**src/rtl/hbp_pkg.sv**
```systemverilog
package hbp_pkg;
    localparam int ADDR_W = 19;
    localparam int DATA_W = 32;
    localparam int MEM_WORDS = 64;
    localparam logic [18:0] MEM_LIMIT = 19'h0_0100;
    localparam int WAIT_CYCLES = 2;
    localparam logic [1:0] SIZE_LONG = 2'h0;
    localparam logic [1:0] SIZE_BYTE = 2'h1;
    localparam logic [1:0] SIZE_WORD = 2'h2;
    localparam logic STYLE_ACK = 1'h0;
    localparam logic STYLE_BE = 1'h1;
    localparam logic WIDTH_32 = 1'h0;
    localparam logic WIDTH_16 = 1'h1;
    // controller registers (AXI4-Lite byte addresses)
    localparam logic [7:0] REG_CTRL = 8'h00;
    localparam logic [7:0] REG_ADDR = 8'h04;
    localparam logic [7:0] REG_WDATA = 8'h08;
    localparam logic [7:0] REG_RDATA = 8'h0C;
    localparam logic [7:0] REG_STATUS = 8'h10;
    localparam logic [7:0] REG_IRQ = 8'h14;
    localparam logic [7:0] REG_MASK = 8'h18;
    localparam int CTRL_GO = 0;
    localparam int CTRL_READ = 1;
    localparam int CTRL_STYLE = 2;
    localparam int CTRL_WIDTH = 3;
    localparam int CTRL_LANE = 4;
    localparam int IRQ_DONE = 0;
    localparam int IRQ_ERR = 1;
    localparam logic [1:0] RESP_OKAY = 2'h0;
    localparam logic [1:0] RESP_SLVERR = 2'h2;
endpackage : hbp_pkg

```
**src/rtl/hbp_if.sv**
```systemverilog
`timescale 1ns/1ps
`default_nettype none
interface hbp_if;
    logic chipSelectN;
    logic dataStrobeN;
    logic readWrite;
    logic [1:0] sizeLaneInputs;
    logic [18:0] addr;
    logic [31:0] dataHost;
    logic [31:0] dataDev;
    logic dataDevOeN;
    logic transferAckN;
    logic transferAckOeN;
    logic waitN;
    logic waitOeN;
    logic busErrorN;
    logic busErrorOeN;
    logic busStyleSelect;
    logic busWidthSelect;
    modport device (
        input chipSelectN, dataStrobeN, readWrite, sizeLaneInputs, addr, dataHost,
        input busStyleSelect, busWidthSelect,
        output dataDev, dataDevOeN, transferAckN, transferAckOeN, waitN, waitOeN,
        output busErrorN, busErrorOeN
    );
    modport host (
        output chipSelectN, dataStrobeN, readWrite, sizeLaneInputs, addr, dataHost,
        output busStyleSelect, busWidthSelect,
        input dataDev, dataDevOeN, transferAckN, transferAckOeN, waitN, waitOeN,
        input busErrorN, busErrorOeN
    );
endinterface : hbp_if
`default_nettype wire

```
**src/rtl/hbp_host.sv**
```systemverilog
`timescale 1ns/1ps
`default_nettype none
module hbp_host (
    input wire logic clk,
    input wire logic nrst,
    hbp_if.host bus,
    input wire logic [31:0] awaddr,
    input wire logic awvalid,
    output logic awready,
    input wire logic [31:0] wdata,
    input wire logic [3:0] wstrb,
    input wire logic wvalid,
    output logic wready,
    output logic [1:0] bresp,
    output logic bvalid,
    input wire logic bready,
    input wire logic [31:0] araddr,
    input wire logic arvalid,
    output logic arready,
    output logic [31:0] rdata,
    output logic [1:0] rresp,
    output logic rvalid,
    input wire logic rready,
    output logic irq
);
    // ************************************************
    // state and registers
    // ************************************************
    typedef enum logic [2:0] {
        H_IDLE = 3'b001,
        H_ACT = 3'b010,
        H_END = 3'b100
    } hbp_hstate_type;
    hbp_hstate_type state_reg;
    logic [7:0] ctrl_reg;
    logic [18:0] addr_reg;
    logic [31:0] wdata_reg;
    logic [31:0] rdata_reg;
    logic busy_reg;
    logic lastErr_reg;
    logic [1:0] irq_reg;
    logic [1:0] mask_reg;
    logic awHeld_reg;
    logic wHeld_reg;
    logic [7:0] awA_reg;
    logic [31:0] wD_reg;
    logic ackSeen;
    logic errSeen;
    logic doWrite;
    logic goPulse;
    logic [1:0] irqSet;

    // ************************************************
    // axi4-lite slave
    // ************************************************
    // address and data may land in either order; the response waits for both halves
    assign awready = !awHeld_reg && !bvalid;
    assign wready = !wHeld_reg && !bvalid;
    assign arready = !rvalid;
    assign doWrite = awHeld_reg && wHeld_reg && !bvalid;
    assign goPulse = doWrite && awA_reg == hbp_pkg::REG_CTRL && wD_reg[hbp_pkg::CTRL_GO] && !busy_reg;

    always_ff @(posedge clk or negedge nrst) begin
        if (!nrst) begin
            awHeld_reg <= 1'b0;
            wHeld_reg <= 1'b0;
            awA_reg <= 8'h00;
            wD_reg <= 32'h0000_0000;
            bvalid <= 1'b0;
            bresp <= hbp_pkg::RESP_OKAY;
        end else begin
            if (awvalid && awready) begin
                awHeld_reg <= 1'b1;
                awA_reg <= awaddr[7:0];
            end
            if (wvalid && wready) begin
                wHeld_reg <= 1'b1;
                wD_reg <= wdata;
            end
            if (doWrite) begin
                awHeld_reg <= 1'b0;
                wHeld_reg <= 1'b0;
                bvalid <= 1'b1;
                // a write past the last register still answers, with an error code
                bresp <= awA_reg > hbp_pkg::REG_MASK ? hbp_pkg::RESP_SLVERR : hbp_pkg::RESP_OKAY;
            end else if (bvalid && bready) begin
                bvalid <= 1'b0;
            end
        end
    end

    // ************************************************
    // register file
    // ************************************************
    always_ff @(posedge clk or negedge nrst) begin
        if (!nrst) begin
            ctrl_reg <= 8'h00;
            addr_reg <= 19'h0_0000;
            wdata_reg <= 32'h0000_0000;
            mask_reg <= 2'h0;
        end else if (doWrite) begin
            unique case (awA_reg)
                hbp_pkg::REG_CTRL: begin
                    // mode and lane bits drive the pins, so they stay frozen while a cycle runs
                    if (!busy_reg) ctrl_reg <= {wD_reg[7:1], 1'b0};
                end
                hbp_pkg::REG_ADDR: addr_reg <= wD_reg[18:0];
                hbp_pkg::REG_WDATA: wdata_reg <= wD_reg;
                hbp_pkg::REG_MASK: mask_reg <= wD_reg[1:0];
                default: ;
            endcase
        end
    end

    always_ff @(posedge clk or negedge nrst) begin
        if (!nrst) begin
            rvalid <= 1'b0;
            rdata <= 32'h0000_0000;
            rresp <= hbp_pkg::RESP_OKAY;
        end else if (arvalid && arready) begin
            rvalid <= 1'b1;
            rresp <= hbp_pkg::RESP_OKAY;
            unique case (araddr[7:0])
                hbp_pkg::REG_CTRL: rdata <= {24'h00_0000, ctrl_reg};
                hbp_pkg::REG_ADDR: rdata <= {13'h0000, addr_reg};
                hbp_pkg::REG_WDATA: rdata <= wdata_reg;
                hbp_pkg::REG_RDATA: rdata <= rdata_reg;
                hbp_pkg::REG_STATUS: rdata <= {30'h0000_0000, lastErr_reg, busy_reg};
                hbp_pkg::REG_IRQ: rdata <= {30'h0000_0000, irq_reg};
                hbp_pkg::REG_MASK: rdata <= {30'h0000_0000, mask_reg};
                default: begin
                    rdata <= 32'h0000_0000;
                    rresp <= hbp_pkg::RESP_SLVERR;
                end
            endcase
        end else if (rvalid && rready) begin
            rvalid <= 1'b0;
        end
    end

    // ************************************************
    // parallel bus cycle
    // ************************************************
    assign ackSeen = bus.transferAckOeN == 1'b0 && !bus.transferAckN;
    assign errSeen = bus.busErrorOeN == 1'b0 && !bus.busErrorN;

    always_ff @(posedge clk or negedge nrst) begin
        if (!nrst) begin
            state_reg <= H_IDLE;
            busy_reg <= 1'b0;
            lastErr_reg <= 1'b0;
            rdata_reg <= 32'h0000_0000;
        end else begin
            unique case (state_reg)
                H_IDLE: if (goPulse) begin
                    busy_reg <= 1'b1;
                    lastErr_reg <= 1'b0;
                    state_reg <= H_ACT;
                end
                // wait is not sampled; only ack or error ends the cycle
                H_ACT: if (ackSeen || errSeen) begin
                    lastErr_reg <= errSeen;
                    if (ctrl_reg[hbp_pkg::CTRL_READ] && bus.dataDevOeN == 1'b0) rdata_reg <= bus.dataDev;
                    state_reg <= H_END;
                end
                // one edge with the strobe high lets the device drop back to idle
                H_END: begin
                    busy_reg <= 1'b0;
                    state_reg <= H_IDLE;
                end
            endcase
        end
    end

    // ************************************************
    // pin drive
    // ************************************************
    assign bus.chipSelectN = state_reg != H_ACT;
    assign bus.dataStrobeN = state_reg != H_ACT;
    assign bus.readWrite = ctrl_reg[hbp_pkg::CTRL_READ];
    assign bus.busStyleSelect = ctrl_reg[hbp_pkg::CTRL_STYLE];
    assign bus.busWidthSelect = ctrl_reg[hbp_pkg::CTRL_WIDTH];
    // lane bits carry size or active-low strobes/enables as the mode reads them
    assign bus.sizeLaneInputs = ctrl_reg[hbp_pkg::CTRL_LANE +: 2];
    // 16-bit: A0 and upper data held low be 32-bit: A1/A0 are enables
    assign bus.addr = ctrl_reg[hbp_pkg::CTRL_WIDTH] ? {addr_reg[18:1], 1'b0} : addr_reg;
    assign bus.dataHost = ctrl_reg[hbp_pkg::CTRL_WIDTH] ? {16'h0000, wdata_reg[15:0]} : wdata_reg;

    // ************************************************
    // interrupts
    // ************************************************
    assign irqSet = {state_reg == H_ACT && errSeen,
        state_reg == H_ACT && (ackSeen || errSeen)};
    always_ff @(posedge clk or negedge nrst) begin
        if (!nrst) begin
            irq_reg <= 2'h0;
        end else begin
            // set wins over a write-one clear in the same cycle
            if (doWrite && awA_reg == hbp_pkg::REG_IRQ) begin
                irq_reg <= (irq_reg & ~wD_reg[1:0]) | irqSet;
            end else begin
                irq_reg <= irq_reg | irqSet;
            end
        end
    end
    // level output: high until software clears or masks every cause
    assign irq = |(irq_reg & mask_reg);
endmodule : hbp_host
`default_nettype wire

```
**src/flat_wrapper.sv**
```systemverilog
// flat-port wrapper written by rule: the top's interface ports become plain ports
module hbp_host_flat 
  (clk, nrst, awaddr, awvalid, awready, wdata, wstrb, wvalid, wready, bresp, bvalid, bready, araddr, arvalid, arready, rdata, rresp, rvalid, rready, irq, bus_chipSelectN, bus_dataStrobeN, bus_readWrite, bus_sizeLaneInputs, bus_addr, bus_dataHost, bus_busStyleSelect, bus_busWidthSelect, bus_dataDev, bus_dataDevOeN, bus_transferAckN, bus_transferAckOeN, bus_waitN, bus_waitOeN, bus_busErrorN, bus_busErrorOeN);
  hbp_if bus_i ();
  input wire logic clk;
  input wire logic nrst;
  input wire logic [31:0] awaddr;
  input wire logic awvalid;
  output logic awready;
  input wire logic [31:0] wdata;
  input wire logic [3:0] wstrb;
  input wire logic wvalid;
  output logic wready;
  output logic [1:0] bresp;
  output logic bvalid;
  input wire logic bready;
  input wire logic [31:0] araddr;
  input wire logic arvalid;
  output logic arready;
  output logic [31:0] rdata;
  output logic [1:0] rresp;
  output logic rvalid;
  input wire logic rready;
  output logic irq;
  output wire logic [$bits(bus_i.chipSelectN)-1:0] bus_chipSelectN;
  output wire logic [$bits(bus_i.dataStrobeN)-1:0] bus_dataStrobeN;
  output wire logic [$bits(bus_i.readWrite)-1:0] bus_readWrite;
  output wire logic [$bits(bus_i.sizeLaneInputs)-1:0] bus_sizeLaneInputs;
  output wire logic [$bits(bus_i.addr)-1:0] bus_addr;
  output wire logic [$bits(bus_i.dataHost)-1:0] bus_dataHost;
  output wire logic [$bits(bus_i.busStyleSelect)-1:0] bus_busStyleSelect;
  output wire logic [$bits(bus_i.busWidthSelect)-1:0] bus_busWidthSelect;
  input wire logic [$bits(bus_i.dataDev)-1:0] bus_dataDev;
  input wire logic [$bits(bus_i.dataDevOeN)-1:0] bus_dataDevOeN;
  input wire logic [$bits(bus_i.transferAckN)-1:0] bus_transferAckN;
  input wire logic [$bits(bus_i.transferAckOeN)-1:0] bus_transferAckOeN;
  input wire logic [$bits(bus_i.waitN)-1:0] bus_waitN;
  input wire logic [$bits(bus_i.waitOeN)-1:0] bus_waitOeN;
  input wire logic [$bits(bus_i.busErrorN)-1:0] bus_busErrorN;
  input wire logic [$bits(bus_i.busErrorOeN)-1:0] bus_busErrorOeN;
  assign bus_chipSelectN = bus_i.chipSelectN;
  assign bus_dataStrobeN = bus_i.dataStrobeN;
  assign bus_readWrite = bus_i.readWrite;
  assign bus_sizeLaneInputs = bus_i.sizeLaneInputs;
  assign bus_addr = bus_i.addr;
  assign bus_dataHost = bus_i.dataHost;
  assign bus_busStyleSelect = bus_i.busStyleSelect;
  assign bus_busWidthSelect = bus_i.busWidthSelect;
  assign bus_i.dataDev = bus_dataDev;
  assign bus_i.dataDevOeN = bus_dataDevOeN;
  assign bus_i.transferAckN = bus_transferAckN;
  assign bus_i.transferAckOeN = bus_transferAckOeN;
  assign bus_i.waitN = bus_waitN;
  assign bus_i.waitOeN = bus_waitOeN;
  assign bus_i.busErrorN = bus_busErrorN;
  assign bus_i.busErrorOeN = bus_busErrorOeN;
  hbp_host u_core (.clk(clk), .nrst(nrst), .bus(bus_i), .awaddr(awaddr), .awvalid(awvalid), .awready(awready), .wdata(wdata), .wstrb(wstrb), .wvalid(wvalid), .wready(wready), .bresp(bresp), .bvalid(bvalid), .bready(bready), .araddr(araddr), .arvalid(arvalid), .arready(arready), .rdata(rdata), .rresp(rresp), .rvalid(rvalid), .rready(rready), .irq(irq));
endmodule
```
**config.mk**
```make
export PLATFORM = sky130hd
export DESIGN_NAME = hbp_host_flat
export DESIGN_NICKNAME = d
export VERILOG_FILES = /design/src/rtl/hbp_pkg.sv /design/src/rtl/hbp_if.sv /design/src/rtl/hbp_host.sv /design/src/flat_wrapper.sv
export SDC_FILE = /design/constraint.sdc
export NUM_CORES = 1
export LEC_CHECK = 0
export BUFFER_PORTS_ARGS = -buffer_cell sky130_fd_sc_hd__buf_2
export CAP_MARGIN = 20
export CORE_ASPECT_RATIO = 0.7
export CORE_MARGIN = 2
export CORE_UTILIZATION = 48
export CTS_BUF_LIST = sky130_fd_sc_hd__clkbuf_8
export DETAILED_ROUTE_END_ITERATION = 6
export GPL_TIMING_DRIVEN = 0
export PLACE_DENSITY_LB_ADDON = 0.08
export SYNTH_ARGS = -nofsm -noshare
export SYNTH_HDL_FRONTEND = slang
export SYNTH_SLANG_ARGS = --single-unit
export TNS_END_PERCENT = 10
```
**constraint.sdc**
```tcl
create_clock -name clk -period 1.6 [get_ports clk]
set_input_delay 0.32 -clock clk [delete_from_list [all_inputs] [get_ports clk]]
set_output_delay 0.32 -clock clk [all_outputs]
set_load 0.02 [all_outputs]
```
# Word-level counts from Yosys, hierarchy flattened
# Cells that the tools add are included.
# W data, S select, Z words.
[op_classes]
magnitude_cmp = 1
bitwise = 9
n_mux = 22
n_eq_ne = 16
reduce_logical = 44
[ops]
columns = ["op", "n"]
rows = [
  ["$pmux W32 S7", 1],
  ["$eq A8 B5 Y1 const B", 5],
  ["$mux W32", 1],
  ["$eq A8 B4 Y1 const B", 3],
  ["$logic_and A1 B1 Y1", 18],
  ["$eq A8 B3 Y1 const B", 2],
  ["$logic_not A8 Y1", 2],
  ["$mux W1", 12],
  ["$reduce_bool A2 Y1", 6],
  ["$reduce_and A2 Y1", 5],
  ["$pmux W3 S3", 1],
  ["$reduce_and A3 Y1", 3],
  ["$gt A8 B5 Y1 const B", 1],
  ["$logic_not A1 Y1", 7],
  ["$reduce_or A7 Y1", 1],
  ["$mux W2", 3],
  ["$mux W3", 2],
  ["$and A2 B2 Y2", 2],
  ["$ne A2 B1 Y1 const B", 2],
  ["$not A1 Y1", 4],
  ["$or A2 B2 Y2", 2],
  ["$pmux W1 S2", 2],
  ["$eq A3 B1 Y1 const B", 1],
  ["$eq A3 B2 Y1 const B", 1],
  ["other kinds (5)", 5],
]
[word_totals]
word_cells = 110
output_inout_bits = 100
reg_bits = 179
inputBits = 146

# Longest topological paths before layout
# Gate-level depths: netlist of run 1.
[depth]
depth_word = 7
mapped_depth = 6
depth_no_buf = 5

# Least setup slack after synthesis of run 1
# No wires, ideal clock.
[synth_timing]
path_kind = "reg-to-reg"
from = "register u_core.bvalid"
to = "register u_core.wD_reg[10]"
path_slack_ns = -0.224
period_less_slack_ns = 1.824
path_stages_with_launch = 6
required_ns = 1.475
n_path_buf = 2
setup_ns = 0.125
t_arrival_ns = 1.699
cell_sequence = "dfrtp_1 nor2_1 and2_1 buf_2 buf_2 mux2_2"
[synth_via]
elab_chain_len = 3
[synth_rtl]
columns = ["item", "line", "source"]
rows = [
  ["start, declared", "hbp_host.sv:15", "output logic bvalid,"],
  ["start signal, assigned", "hbp_host.sv:69", "bvalid <= 1'b0;"],
  ["start signal, assigned", "hbp_host.sv:83", "bvalid <= 1'b1;"],
  ["start signal, assigned", "hbp_host.sv:87", "bvalid <= 1'b0;"],
  ["$logic_not A1 Y1", "hbp_host.sv:58", "assign wready = !wHeld_reg && !bvalid;"],
  ["$logic_and A1 B1 Y1", "hbp_host.sv:58", ""],
  ["named net wready", "flat_wrapper.sv:13", "output logic wready;"],
  ["$logic_and A1 B1 Y1", "hbp_host.sv:76", "if (wvalid && wready) begin"],
  ["end signal, assigned", "hbp_host.sv:78", "wD_reg <= wdata;"],
  ["end, declared", "hbp_host.sv:46", "logic [31:0] wD_reg;"],
]
# The timed path passes the listed nets, and every way through them passes these cells.
# A chain may end at the register's enable or synchronous reset.

# Final worst setup path of run 1
[layout_timing]
from = "register u_core.bvalid"
to = "register u_core.wdata_reg[8]"
[layout_via]
elab_chain_len = 3
[layout_rtl]
columns = ["item", "line", "source"]
rows = [
  ["$logic_not A1 Y1", "hbp_host.sv:60", "assign doWrite = awHeld_reg && wHeld_reg && !bvalid;"],
  ["$logic_and A1 B1 Y1", "hbp_host.sv:60", ""],
  ["$reduce_and A2 Y1 (no line)", "--", ""],
  ["end signal, assigned", "hbp_host.sv:108", "hbp_pkg::REG_WDATA: wdata_reg <= wD_reg;"],
  ["end, declared", "hbp_host.sv:37", "logic [31:0] wdata_reg;"],
]
# Every way passes these cells.

==> results of run 1 <==
per-layer routing:
layer	track usage, %	part of all wire [%]
met4	6.553	0.70
met1	32.74	46
met2	36.85	47
met3	5.864	6.2
met5	0	0.083
per-stage QoR:
step                instance area, µm²  worst slack, ns  instances  util [%]  hold WS [ns]
finish                            9808          -0.1086       1036     62.70       0.02950
global placement                  8985           -2.803        984     57.44        0.4566
detailed placement                9022          -0.4596        985     57.68        0.3659
CTS                               9672          -0.1564       1029     61.83      0.008211
global route                      9803          -0.1837       1034     62.67       0.03377
floorplan                         7794         -0.05150        596         -       0.02441
repair_timing:
| action | CTS | global route |
|---|---|---|
| hold endpoints to repair | 83 | 0 |
| setup endpoints to repair | 156 | 165 |
| buffers inserted | 10 | 4 |
| pin swaps | 5 | 4 |
| resized for setup | 62 | 31 |
| hold buffers | 2 | 0 |
cell type report:
| type | count | area share (%) |
|---|---|---|
| Sequential cell | 177 | 45.22 |
| Multi-Input combinational cell | 338 | 29.91 |
| Timing Repair Buffer | 205 | 12.11 |
| Buffer | 69 | 5.996 |
| Clock buffer | 20 | 2.806 |
| Tap cell | 200 | 2.551 |
| Clock inverter | 12 | 0.8675 |
| Inverter | 12 | 0.4592 |
| Antenna cell | 3 | 0.07654 |
cells by family (layout without fill, tap and decap cells):
| group | Yosys count | after routing |
|---|---|---|
| other | 1 | 5 |
| multiplexers | 136 | 136 |
| buffers and inverters | 81 | 318 |
| flip-flops | 177 | 177 |
| AO/OA/AOI/OAI | 94 | 94 |
| AND/OR/NAND/NOR | 106 | 106 |
power groups by stage:
| stage | clock (W) | combinational [W] | sequential, W |
|---|---|---|---|
| floorplan | 0 | 0.00299 | 0.00661 |
| global placement | 0 | 0.00400 | 0.00680 |
| detailed placement | 0 | 0.00414 | 0.00691 |
| finish | 0.00285 | 0.00462 | 0.00680 |
| CTS | 0.00290 | 0.00454 | 0.00679 |
| global route | 0.00307 | 0.00498 | 0.00699 |
path summary, 6_finish.rpt:
check | start | endpoint | slack, ns | depth (start not counted)
hold reg to reg | u_core.rdata[8]$_DFFE_PN0P_ | u_core.rdata[8]$_DFFE_PN0P_ | 0.48 | 2
setup / recovery | u_core.bvalid$_DFFE_PN0P_ | u_core.wdata_reg[8]$_DFFE_PN0P_ | -0.11 | 6
min in group asynchronous | nrst | u_core.lastErr_reg$_DFFE_PN0P_ | 0.44 | 2
setup reg to reg | u_core.bvalid$_DFFE_PN0P_ | u_core.wdata_reg[8]$_DFFE_PN0P_ | -0.11 | 6
max in group asynchronous | nrst | u_core.rdata_reg[13]$_DFFE_PN0P_ | 0.28 | 3
hold / removal | rready | u_core.rvalid$_DFFE_PN0P_ | 0.03 | 2
worst max-delay path, cell delays in order, from the launching register on:
cell and delay [ns]:
dfrtp_2 0.44, and3b_1 0.23, buf_6 0.13, and2_4 0.15, nand3_4 0.14, buf_12 0.20, mux2_4 0.29
cells in the final DEF, fill, tap and decap left out, drive strengths merged, types with 2 or more instances in the layout:
master and count:
o21ai 42, clkinvlp 3, nand3 5, diode 3, inv 14, clkinv 7, nor3 4, o21a 2
mux2i 2, nand3b 2, dlygate4sd3 2, nand2 45, dfrtp 176, nor2 9, mux4 7, a22oi 24
a21oi 5, o2bb2ai 2, nor4b 3, buf 265, nand4 4, mux2 127, clkbuf 27, nor4 2
nor2b 19, conb 2, a22o 13, and2 5
==> results.sh, run 1 <==
export IMPL_worstSetupEndpointType="flop"
export IMPL_synth_ff_type="dfrtp_1"
export IMPL_coreArea_um2=15640
export IMPL_switching_power_w=0.004769
export IMPL_worstSetupPathType="flop to flop"
export IMPL_grt_max_degree=95
export IMPL_hold_path_class="input port to flop"
export IMPL_grt_use_total_pct=23.41
export IMPL_power_leakage_nw=4.996
export IMPL_ys_ff_latch=177
export IMPL_fillers=1277
export IMPL_fin_ws_ns=-0.1086
export IMPL_antenna_found_initial=4
export IMPL_power_share_switching_pct=33.44
export IMPL_place_gp_congestion=0.8236
export IMPL_critPathRequiredTime_ns=1.94
export IMPL_viasPerCell=5.233
export IMPL_drt_iter0_drc=265
export IMPL_outcome="finished with violations"
export IMPL_clk_latency_ns=0.46
export IMPL_drt_first_pass_iters=4
export IMPL_cp_max_fo=10
export IMPL_yosys_warnings=0
export IMPL_cap_violations=0
export IMPL_portBuffers=188
export IMPL_pwr_share_comb_pct=32.4
export IMPL_nets=966
export IMPL_setup_viol=73
export IMPL_htree_levels=4
export IMPL_routed_wl_um=19380
export IMPL_clkPwrFrac_pct=20.0
export IMPL_clk_pin_slew_ns=0.09
export IMPL_cts_buffers=17
export IMPL_synthAdderAreaFrac_pct=0
export IMPL_p_int_w=0.009492
export IMPL_drc=0
export IMPL_ir_drop_mv=0.9373
export IMPL_setup_tns_final_ns=-4.699
export IMPL_synthCells=595
export IMPL_synth_cell_types=46
export IMPL_vias=5421
export IMPL_finalClockSkew_ns=0.01435
export IMPL_synth_seq_area_share_pct=57.24
export IMPL_dieWidth_um=155.8
export IMPL_synth_common_cells="dfrtp_1 (176), mux2_2 (126), buf_4 (45), nand2_1 (45), o21ai_0 (41)"
export IMPL_gr_total_overflow=0
export IMPL_ant_nets=0
export IMPL_synth_most_common_cell="dfrtp_1"
export IMPL_cp_start_kind="flop"
export IMPL_ys_async_sr_fraction_pct=100.0
export IMPL_cts_tree="built"
export IMPL_synth_area_leaders="dfrtp_1 (57%), mux2_2 (18%), buf_4 (4.4%)"
export IMPL_row_count=38
export IMPL_hold_viol=0
export IMPL_synth_largest_area_cell="dfrtp_1"
export IMPL_synth_simple_area_share_pct=7.695
export IMPL_pin_count=246
export IMPL_cts_root_buf="clkbuf_8"
export IMPL_clk_path_buf_depth=2
export IMPL_power_frac_seq_pct=47.7
export IMPL_arrival_ns=2.05
export IMPL_initial_utilization_pct=49.48
export IMPL_p_total_w=0.01426
export IMPL_synth_mux_area_share_pct=20.77
export IMPL_area_growth_pct=26.72
export IMPL_tightestPinTransition_ns=0.6296
export IMPL_power_density_nw_per_um2=1454
export IMPL_synth_top_area_share_pct=56.90
export IMPL_drive_above_1_share_pct=56.06
export IMPL_synth_xor_area_share_pct=0
export IMPL_drv_slew=0
export IMPL_syn_avg_cell_area_um2=13.01
export IMPL_grt_pass1_vias=5554
export IMPL_period_share_pct=106.8
export IMPL_die_area_um2=17170
export IMPL_slew_headroom_pct=58.02
export IMPL_grt_pass1_wl_um=29950
export IMPL_netlist_area_um2=7740
export IMPL_synth_compound_gate_area_share_pct=7.873
export IMPL_cts_sinks=177
export IMPL_period_minus_slack_ns=1.709
export IMPL_die_h_um=110.2
export IMPL_violations="setup timing"
export IMPL_synth_top_family_by_area="multiplexers"
export IMPL_rsz0062_at_grt="true"
export IMPL_fmax_ghz=0.5853
export IMPL_synth_edf_count=0
export IMPL_multi_input_area_um2=2934
export IMPL_dp_hpwl_um=13830
export IMPL_largest_register_ffs=64
export IMPL_wl_per_cell_um=18.71
export IMPL_seq_area_um2=4436
(Power assumes the default switching activity.)
==> run 2: changes to the inputs <==
--- a/config.mk
+++ b/config.mk
@@ -5,6 +5,7 @@
 export SDC_FILE = /design/constraint.sdc
 export NUM_CORES = 1
 export LEC_CHECK = 0
+export ABC_AREA = 1
 export BUFFER_PORTS_ARGS = -buffer_cell sky130_fd_sc_hd__buf_2
 export CAP_MARGIN = 20
 export CORE_ASPECT_RATIO = 0.7
==> results.sh, run 2 <==
export IMPL_outcome="finished with violations"
export IMPL_violations="setup timing"
export IMPL_ant_nets=0
export IMPL_viasPerCell=4.953
export IMPL_antenna_found_initial=1
export IMPL_drt_iter0_drc=530
export IMPL_ir_drop_mv=0.7736
export IMPL_place_gp_congestion=0.8339
export IMPL_routed_wl_um=22250
export IMPL_period_minus_slack_ns=1.723
export IMPL_pre_cts_ws_ns=-0.2413
export IMPL_synthCells=938
export IMPL_grt_use_total_pct=26.12
export IMPL_power_density_nw_per_um2=1398
export IMPL_nets=1302
export IMPL_drc=0
export IMPL_clk_latency_ns=0.47
export IMPL_fillers=1517
export IMPL_grt_use_met2_pct=38.32
export IMPL_synth_most_common_cell="nand2_1"
export IMPL_worstSetupEndpointType="output port"
export IMPL_dp_hpwl_um=16090
export IMPL_rr_endpoint="u_core.rdata_reg[19]$_DFFE_PN0P_"
export IMPL_yosys_warnings=0
export IMPL_drv_slew=0
export IMPL_gr_usage_met3_pct=5.063
export IMPL_grt_pass1_wl_um=36220
export IMPL_cts_root_buf="clkbuf_8"
export IMPL_htree_levels=4
export IMPL_largest_register_ffs=64
export IMPL_critPathRequiredTime_ns=1.28
export IMPL_hold_viol=0
export IMPL_synth_common_cells="nand2_1 (248), dfrtp_1 (176), nand3_1 (95)"
export IMPL_ys_async_sr_fraction_pct=100.0
export IMPL_cts_sinks=177
export IMPL_cp_start_kind="flop"
export IMPL_cts_buffers=17
export IMPL_worstSetupPathType="flop to output port"
export IMPL_initial_utilization_pct=49.30
export IMPL_drive_above_1_share_pct=31.99
export IMPL_holdPathStages=2
export IMPL_vias=6909
export IMPL_timing_rr_start="u_core.state_reg[2]$_DFFE_PN0P_"
export IMPL_fin_ws_ns=-0.1229
export IMPL_min_to="u_core.bvalid$_DFFE_PN0P_"
export IMPL_busiest_layer="met1"
export IMPL_timing_reg2reg_setup_slack_ns=0.02
export IMPL_wl_per_cell_um=15.95
export IMPL_pin_count=246
export IMPL_dieWidth_um=159.1
export IMPL_synth_largest_area_cell="dfrtp_1"
export IMPL_arrival_ns=1.40
export IMPL_min_from="bready"
export IMPL_gr_total_overflow=0
export IMPL_cp_max_fo=5
export IMPL_grt_max_degree=105
export IMPL_hold_path_class="input port to flop"
export IMPL_fmax_ghz=0.5804
export IMPL_cts_tree="built"
export IMPL_power_leakage_nw=5.552
export IMPL_grt_pass1_vias=6643
export IMPL_syn_avg_cell_area_um2=8.617
export IMPL_layout_common_cells="nand2_1 (248), buf_2 (188), dfrtp_1 (176)"
export IMPL_netlist_area_um2=8083
export IMPL_synth_seq_area_share_pct=54.81
export IMPL_synth_area_leaders="dfrtp_1 (54%), nand2_1 (12%), nand3_1 (5.9%)"
export IMPL_drt_first_pass_iters=7
export IMPL_portBuffers=189
export IMPL_clk_pin_slew_ns=0.10
export IMPL_r2r_cells=8
export IMPL_coreArea_um2=16400
export IMPL_p_total_w=0.01418
export IMPL_die_h_um=112.6
export IMPL_finalClockSkew_ns=0.01246
export IMPL_cap_violations=0
export IMPL_ys_ff_latch=177
export IMPL_synth_edf_count=0
export IMPL_use_met1_pct=40.11
export IMPL_final_common_cell="nand2_1"
export IMPL_clk_path_buf_depth=2
export IMPL_period_share_pct=107.7
export IMPL_setup_viol=18
export IMPL_slew_headroom_pct=62.01
export IMPL_synth_cell_types=34
export IMPL_tightestPinTransition_ns=0.5699
export IMPL_area_growth_pct=25.48
export IMPL_synth_ff_type="dfrtp_1"
export IMPL_row_count=39
export IMPL_synth_top_area_share_pct=54.49
export IMPL_rsz0062_at_grt="true"
export IMPL_die_area_um2=17910
-- run 2: changes by cell type in the layout (fill, tap and decap cells not counted), sizes merged, moves of 6 or more --
cell / previous run / this run
a22o: 13 / 1
inv: 14 / 89
nand3: 5 / 97
nor2b: 19 / 0
nor2: 9 / 88
nand2: 45 / 255
o21ai: 42 / 75
buf: 265 / 271
o22ai: 1 / 9
mux2: 127 / 6
a21oi: 5 / 44
mux4: 7 / 0
a22oi: 24 / 0
-- run 2: logic make-up (layout without fill, tap and decap cells) --
family	count (synthesis)	after routing	share of synthesized area, %
simple gates	450	450	23.82
mux	6	6	0.8359
flops	177	177	54.81
buf+inv	171	401	11.13
compound gates	133	133	9.350
other cells	1	3	0.04640
-- run 2: how the worst max path moves through the flow --
stage,start,end,cells past startpoint,slack [ns]
detailed placement,u_core.ctrl_reg[3]$_DFFE_PN0P_,bus_dataHost[22],4,-0.24
floorplan,u_core.bvalid$_DFFE_PN0P_,u_core.awA_reg[0]$_DFFE_PN0P_,4,0.08
global route,u_core.ctrl_reg[3]$_DFFE_PN0P_,bus_dataHost[28],4,-0.17
global placement,nrst,u_core.rdata[28]$_DFFE_PN0P_,1,-2.65
CTS,u_core.ctrl_reg[3]$_DFFE_PN0P_,bus_dataHost[22],4,-0.15
finish,u_core.ctrl_reg[3]$_DFFE_PN0P_,bus_dataHost[29],4,-0.12
-- run 2: through the flow --
stage               setup TNS [ns]  utilization, %  hold WS, ns  area [µm²]  instances
finish                      -1.765           61.86      0.01929       10140       1395
global route                -5.430           61.84     0.009359       10140       1394
CTS                         -2.471           61.58     0.001558       10100       1394
detailed placement          -2.304           57.04       0.3312        9351       1354
global placement           -468.51           56.81       0.4535        9314       1353
floorplan                        0               -      0.02441        8087        939
-- run 2: worst max-delay path, cell delays in order, from the launching register on --
cell and delay (ns):
dfrtp_1 0.41, buf_8 0.16, buf_16 0.15, nor2_4 0.09, buf_6 0.12
-- run 2: repair_timing --
item / 4_1_cts / 5_1_grt
pin swaps: 17 / 1
endpoints found under the hold margin: 72 / 0
gates resized for setup: 79 / 21
setup endpoints to repair: 21 / 125
cloned: 1 / 0
hold buffers: 1 / 0
setup buffers: 6 / 0
-- run 2: metal layers --
metal  part of all wire (%)  up-vias
li1                       -     3388
met1                     49     3286
met2                     43      216
met3                    6.3       19
met4                   0.96        0
met5                      0        -
-- run 2: area by class of cell --
class	instances	area [µm²]	area share, %
Tap cell	225	281.5	2.776
Inverter	86	322.8	3.183
Buffer	85	619.3	6.107
Sequential cell	177	4431	43.68
Clock inverter	12	128.9	1.271
Antenna cell	1	2.502	0.02467
Multi-Input combinational cell	591	2897	28.56
Timing Repair Buffer	198	1185	11.68
Clock buffer	20	275.3	2.714
-- run 2: power by group --
| group | switching [W] | total, W | internal (W) |
|---|---|---|---|
| registers | 0.000624 | 0.00614 | 0.00551 |
| clock network | 0.00166 | 0.00318 | 0.00152 |
| logic | 0.00288 | 0.00486 | 0.00198 |
==> run 3: changes to the inputs <==
--- a/config.mk
+++ b/config.mk
@@ -10,8 +10,7 @@
 export CAP_MARGIN = 20
 export CORE_ASPECT_RATIO = 0.7
 export CORE_MARGIN = 2
-export CORE_UTILIZATION = 48
-export CTS_BUF_LIST = sky130_fd_sc_hd__clkbuf_8
+export CORE_UTILIZATION = 47
 export DETAILED_ROUTE_END_ITERATION = 6
 export GPL_TIMING_DRIVEN = 0
 export PLACE_DENSITY_LB_ADDON = 0.08
==> results.sh, run 3 (synthesis gave the netlist of run 2 again) <==
export IMPL_outcome="finished with violations"
export IMPL_violations="DRC, setup timing"
export IMPL_viasPerCell=4.899
export IMPL_gr_total_overflow=0
export IMPL_cp_start_kind="flop"
export IMPL_cts_buffers=17
export IMPL_ir_drop_mv=0.7137
export IMPL_fmax_ghz=0.5988
export IMPL_hold_viol=0
export IMPL_nets=1302
export IMPL_htree_levels=4
export IMPL_pin_count=246
export IMPL_coreArea_um2=17020
export IMPL_final_util_pct=60.49
export IMPL_dp_hpwl_um=16180
export IMPL_clk_path_buf_depth=2
export IMPL_pre_cts_ws_ns=-0.2447
export IMPL_vias=6863
export IMPL_tightestPinTransition_ns=0.6575
export IMPL_cts_tree="built"
export IMPL_crit_buf_inv=3
export IMPL_antenna_found_initial=2
export IMPL_initial_utilization_pct=47.50
export IMPL_setup_viol=17
export IMPL_drive_above_1_share_pct=31.59
export IMPL_cts_root_buf="clkbuf_16"
export IMPL_largest_register_ffs=64
export IMPL_cpMaxStageDelayCell="dfrtp_1"
export IMPL_finalClockSkew_ns=0.008752
export IMPL_period_minus_slack_ns=1.670
export IMPL_cp_max_fo=6
export IMPL_die_h_um=113.7
export IMPL_hold_path_class="input port to flop"
export IMPL_worstSetupPathType="flop to output port"
export IMPL_clk_latency_ns=0.43
export IMPL_die_area_um2=18280
export IMPL_grt_max_degree=96
export IMPL_clk_pin_slew_ns=0.07
export IMPL_dieWidth_um=160.7
export IMPL_drt_iter0_drc=477
export IMPL_grt_pass1_wl_um=35940
export IMPL_drc=4
export IMPL_grt_use_total_pct=25.69
export IMPL_period_share_pct=104.4
export IMPL_power_density_nw_per_um2=1453
export IMPL_grt_pass1_vias=6542
export IMPL_timing_reg2reg_setup_slack_ns=0.01
export IMPL_routed_wl_um=22430
export IMPL_fin_ws_ns=-0.06993
export IMPL_worstSetupEndpointType="output port"
export IMPL_rsz0062_at_grt="true"
export IMPL_cts_sinks=177
export IMPL_arrival_ns=1.35
export IMPL_drt_first_pass_iters=7
export IMPL_slew_headroom_pct=56.17
export IMPL_place_gp_congestion=0.7938
export IMPL_wl_per_cell_um=16.01
export IMPL_area_growth_pct=27.34
export IMPL_critPathMaxStageDelay_ns=0.40
export IMPL_critPathRequiredTime_ns=1.28
export IMPL_layout_common_cells="nand2_1 (248), buf_2 (193), dfrtp_1 (176)"
export IMPL_final_common_cell="nand2_1"
export IMPL_power_leakage_nw=5.608
export IMPL_crit_chain="buf_8 > buf_12 > nor2_4 > buf_6"
export IMPL_portBuffers=189
export IMPL_ant_nets=0
export IMPL_row_count=40
export IMPL_cap_violations=0
export IMPL_cp_top_family="buffers and inverters"
export IMPL_drv_slew=0
run 3: changes by cell type in the layout (fill, tap and decap cells not counted), sizes merged:
| cell | before | now |
|---|---|---|
| clkinv | 4 | 2 |
| bufinv | 2 | 0 |
| buf | 271 | 273 |
| inv | 89 | 91 |
| clkbuf | 31 | 30 |
| diode | 1 | 2 |
run 3: worst reg2reg max path: stages (launching register included):
cell	delay, ns
dfrtp_1	0.42
inv_2	0.10
nand3_4	0.09
buf_12	0.14
nor2_4	0.27
nand2_4	0.12
buf_2	0.21
nand2_1	0.09
nand2_1	0.05
run 3: cell type report:
cell class / instances / area, µm²
fillers: 1585 / 6724
flip-flops and latches: 177 / 4431
multi-input cells: 591 / 2902
repair buffers: 198 / 1200
plain buffers: 85 / 606.8
clock buffers: 21 / 460.4
inverters: 86 / 322.8
well taps: 231 / 289.0
clock inverters: 10 / 76.32
diodes: 2 / 5.005
run 3: stage by stage:
| step | cells | power [W] | instance area [µm²] | hold WS [ns] | TNS [ns] |
|---|---|---|---|---|---|
| after floorplan | 939 | 0.009068 | 8087 | 0.02441 | 0 |
| after global placement | 1359 | 0.01045 | 9321 | 0.4541 | -472.48 |
| after detailed placement | 1360 | 0.01055 | 9359 | 0.3515 | -2.311 |
| after CTS | 1398 | 0.01500 | 10230 | 0.05111 | -1.443 |
| after global routing | 1399 | 0.01579 | 10290 | 0.07545 | -3.513 |
| final | 1401 | 0.01495 | 10290 | 0.06182 | -0.9358 |
run 3: report_power, final:
group | switching (W) | total (W) | internal, W
Clock | 0.00179 | 0.00387 | 0.00208
Sequential | 0.000626 | 0.00615 | 0.00552
Combinational | 0.00290 | 0.00493 | 0.00203
run 3: routing by layer:
layer	vias up	global-route usage, %	wire length (µm)
met1	3258	39.92	11380
met4	0	6.131	200
li1	3391	-	-
met2	198	37.67	9572
met5	-	0	0
met3	16	4.436	1275
run 3: worst paths after layout:
| path | start | endpoint | cells past startpoint |
|---|---|---|---|
| min | bready | u_core.bvalid$_DFFE_PN0P_ | 2 |
| min reg2reg | u_core.rdata_reg[11]$_DFFE_PN0P_ | u_core.rdata_reg[11]$_DFFE_PN0P_ | 2 |
| min in group asynchronous | nrst | u_core.awA_reg[2]$_DFFE_PN0P_ | 2 |
| max | u_core.ctrl_reg[3]$_DFFE_PN0P_ | bus_dataHost[28] | 4 |
| max reg2reg | u_core.state_reg[2]$_DFFE_PN0P_ | u_core.rdata_reg[4]$_DFFE_PN0P_ | 8 |
| max in group asynchronous | nrst | u_core.wdata_reg[24]$_DFFE_PN0P_ | 3 |
run 3: what timing repair did:
action,in CTS,in global routing
pin swaps,15,4
gates cloned,1,0
hold buffers,1,0
endpoints found under the setup margin,25,114
gates resized for setup,73,16
endpoints found under the hold margin,81,0
buffers inserted,5,1
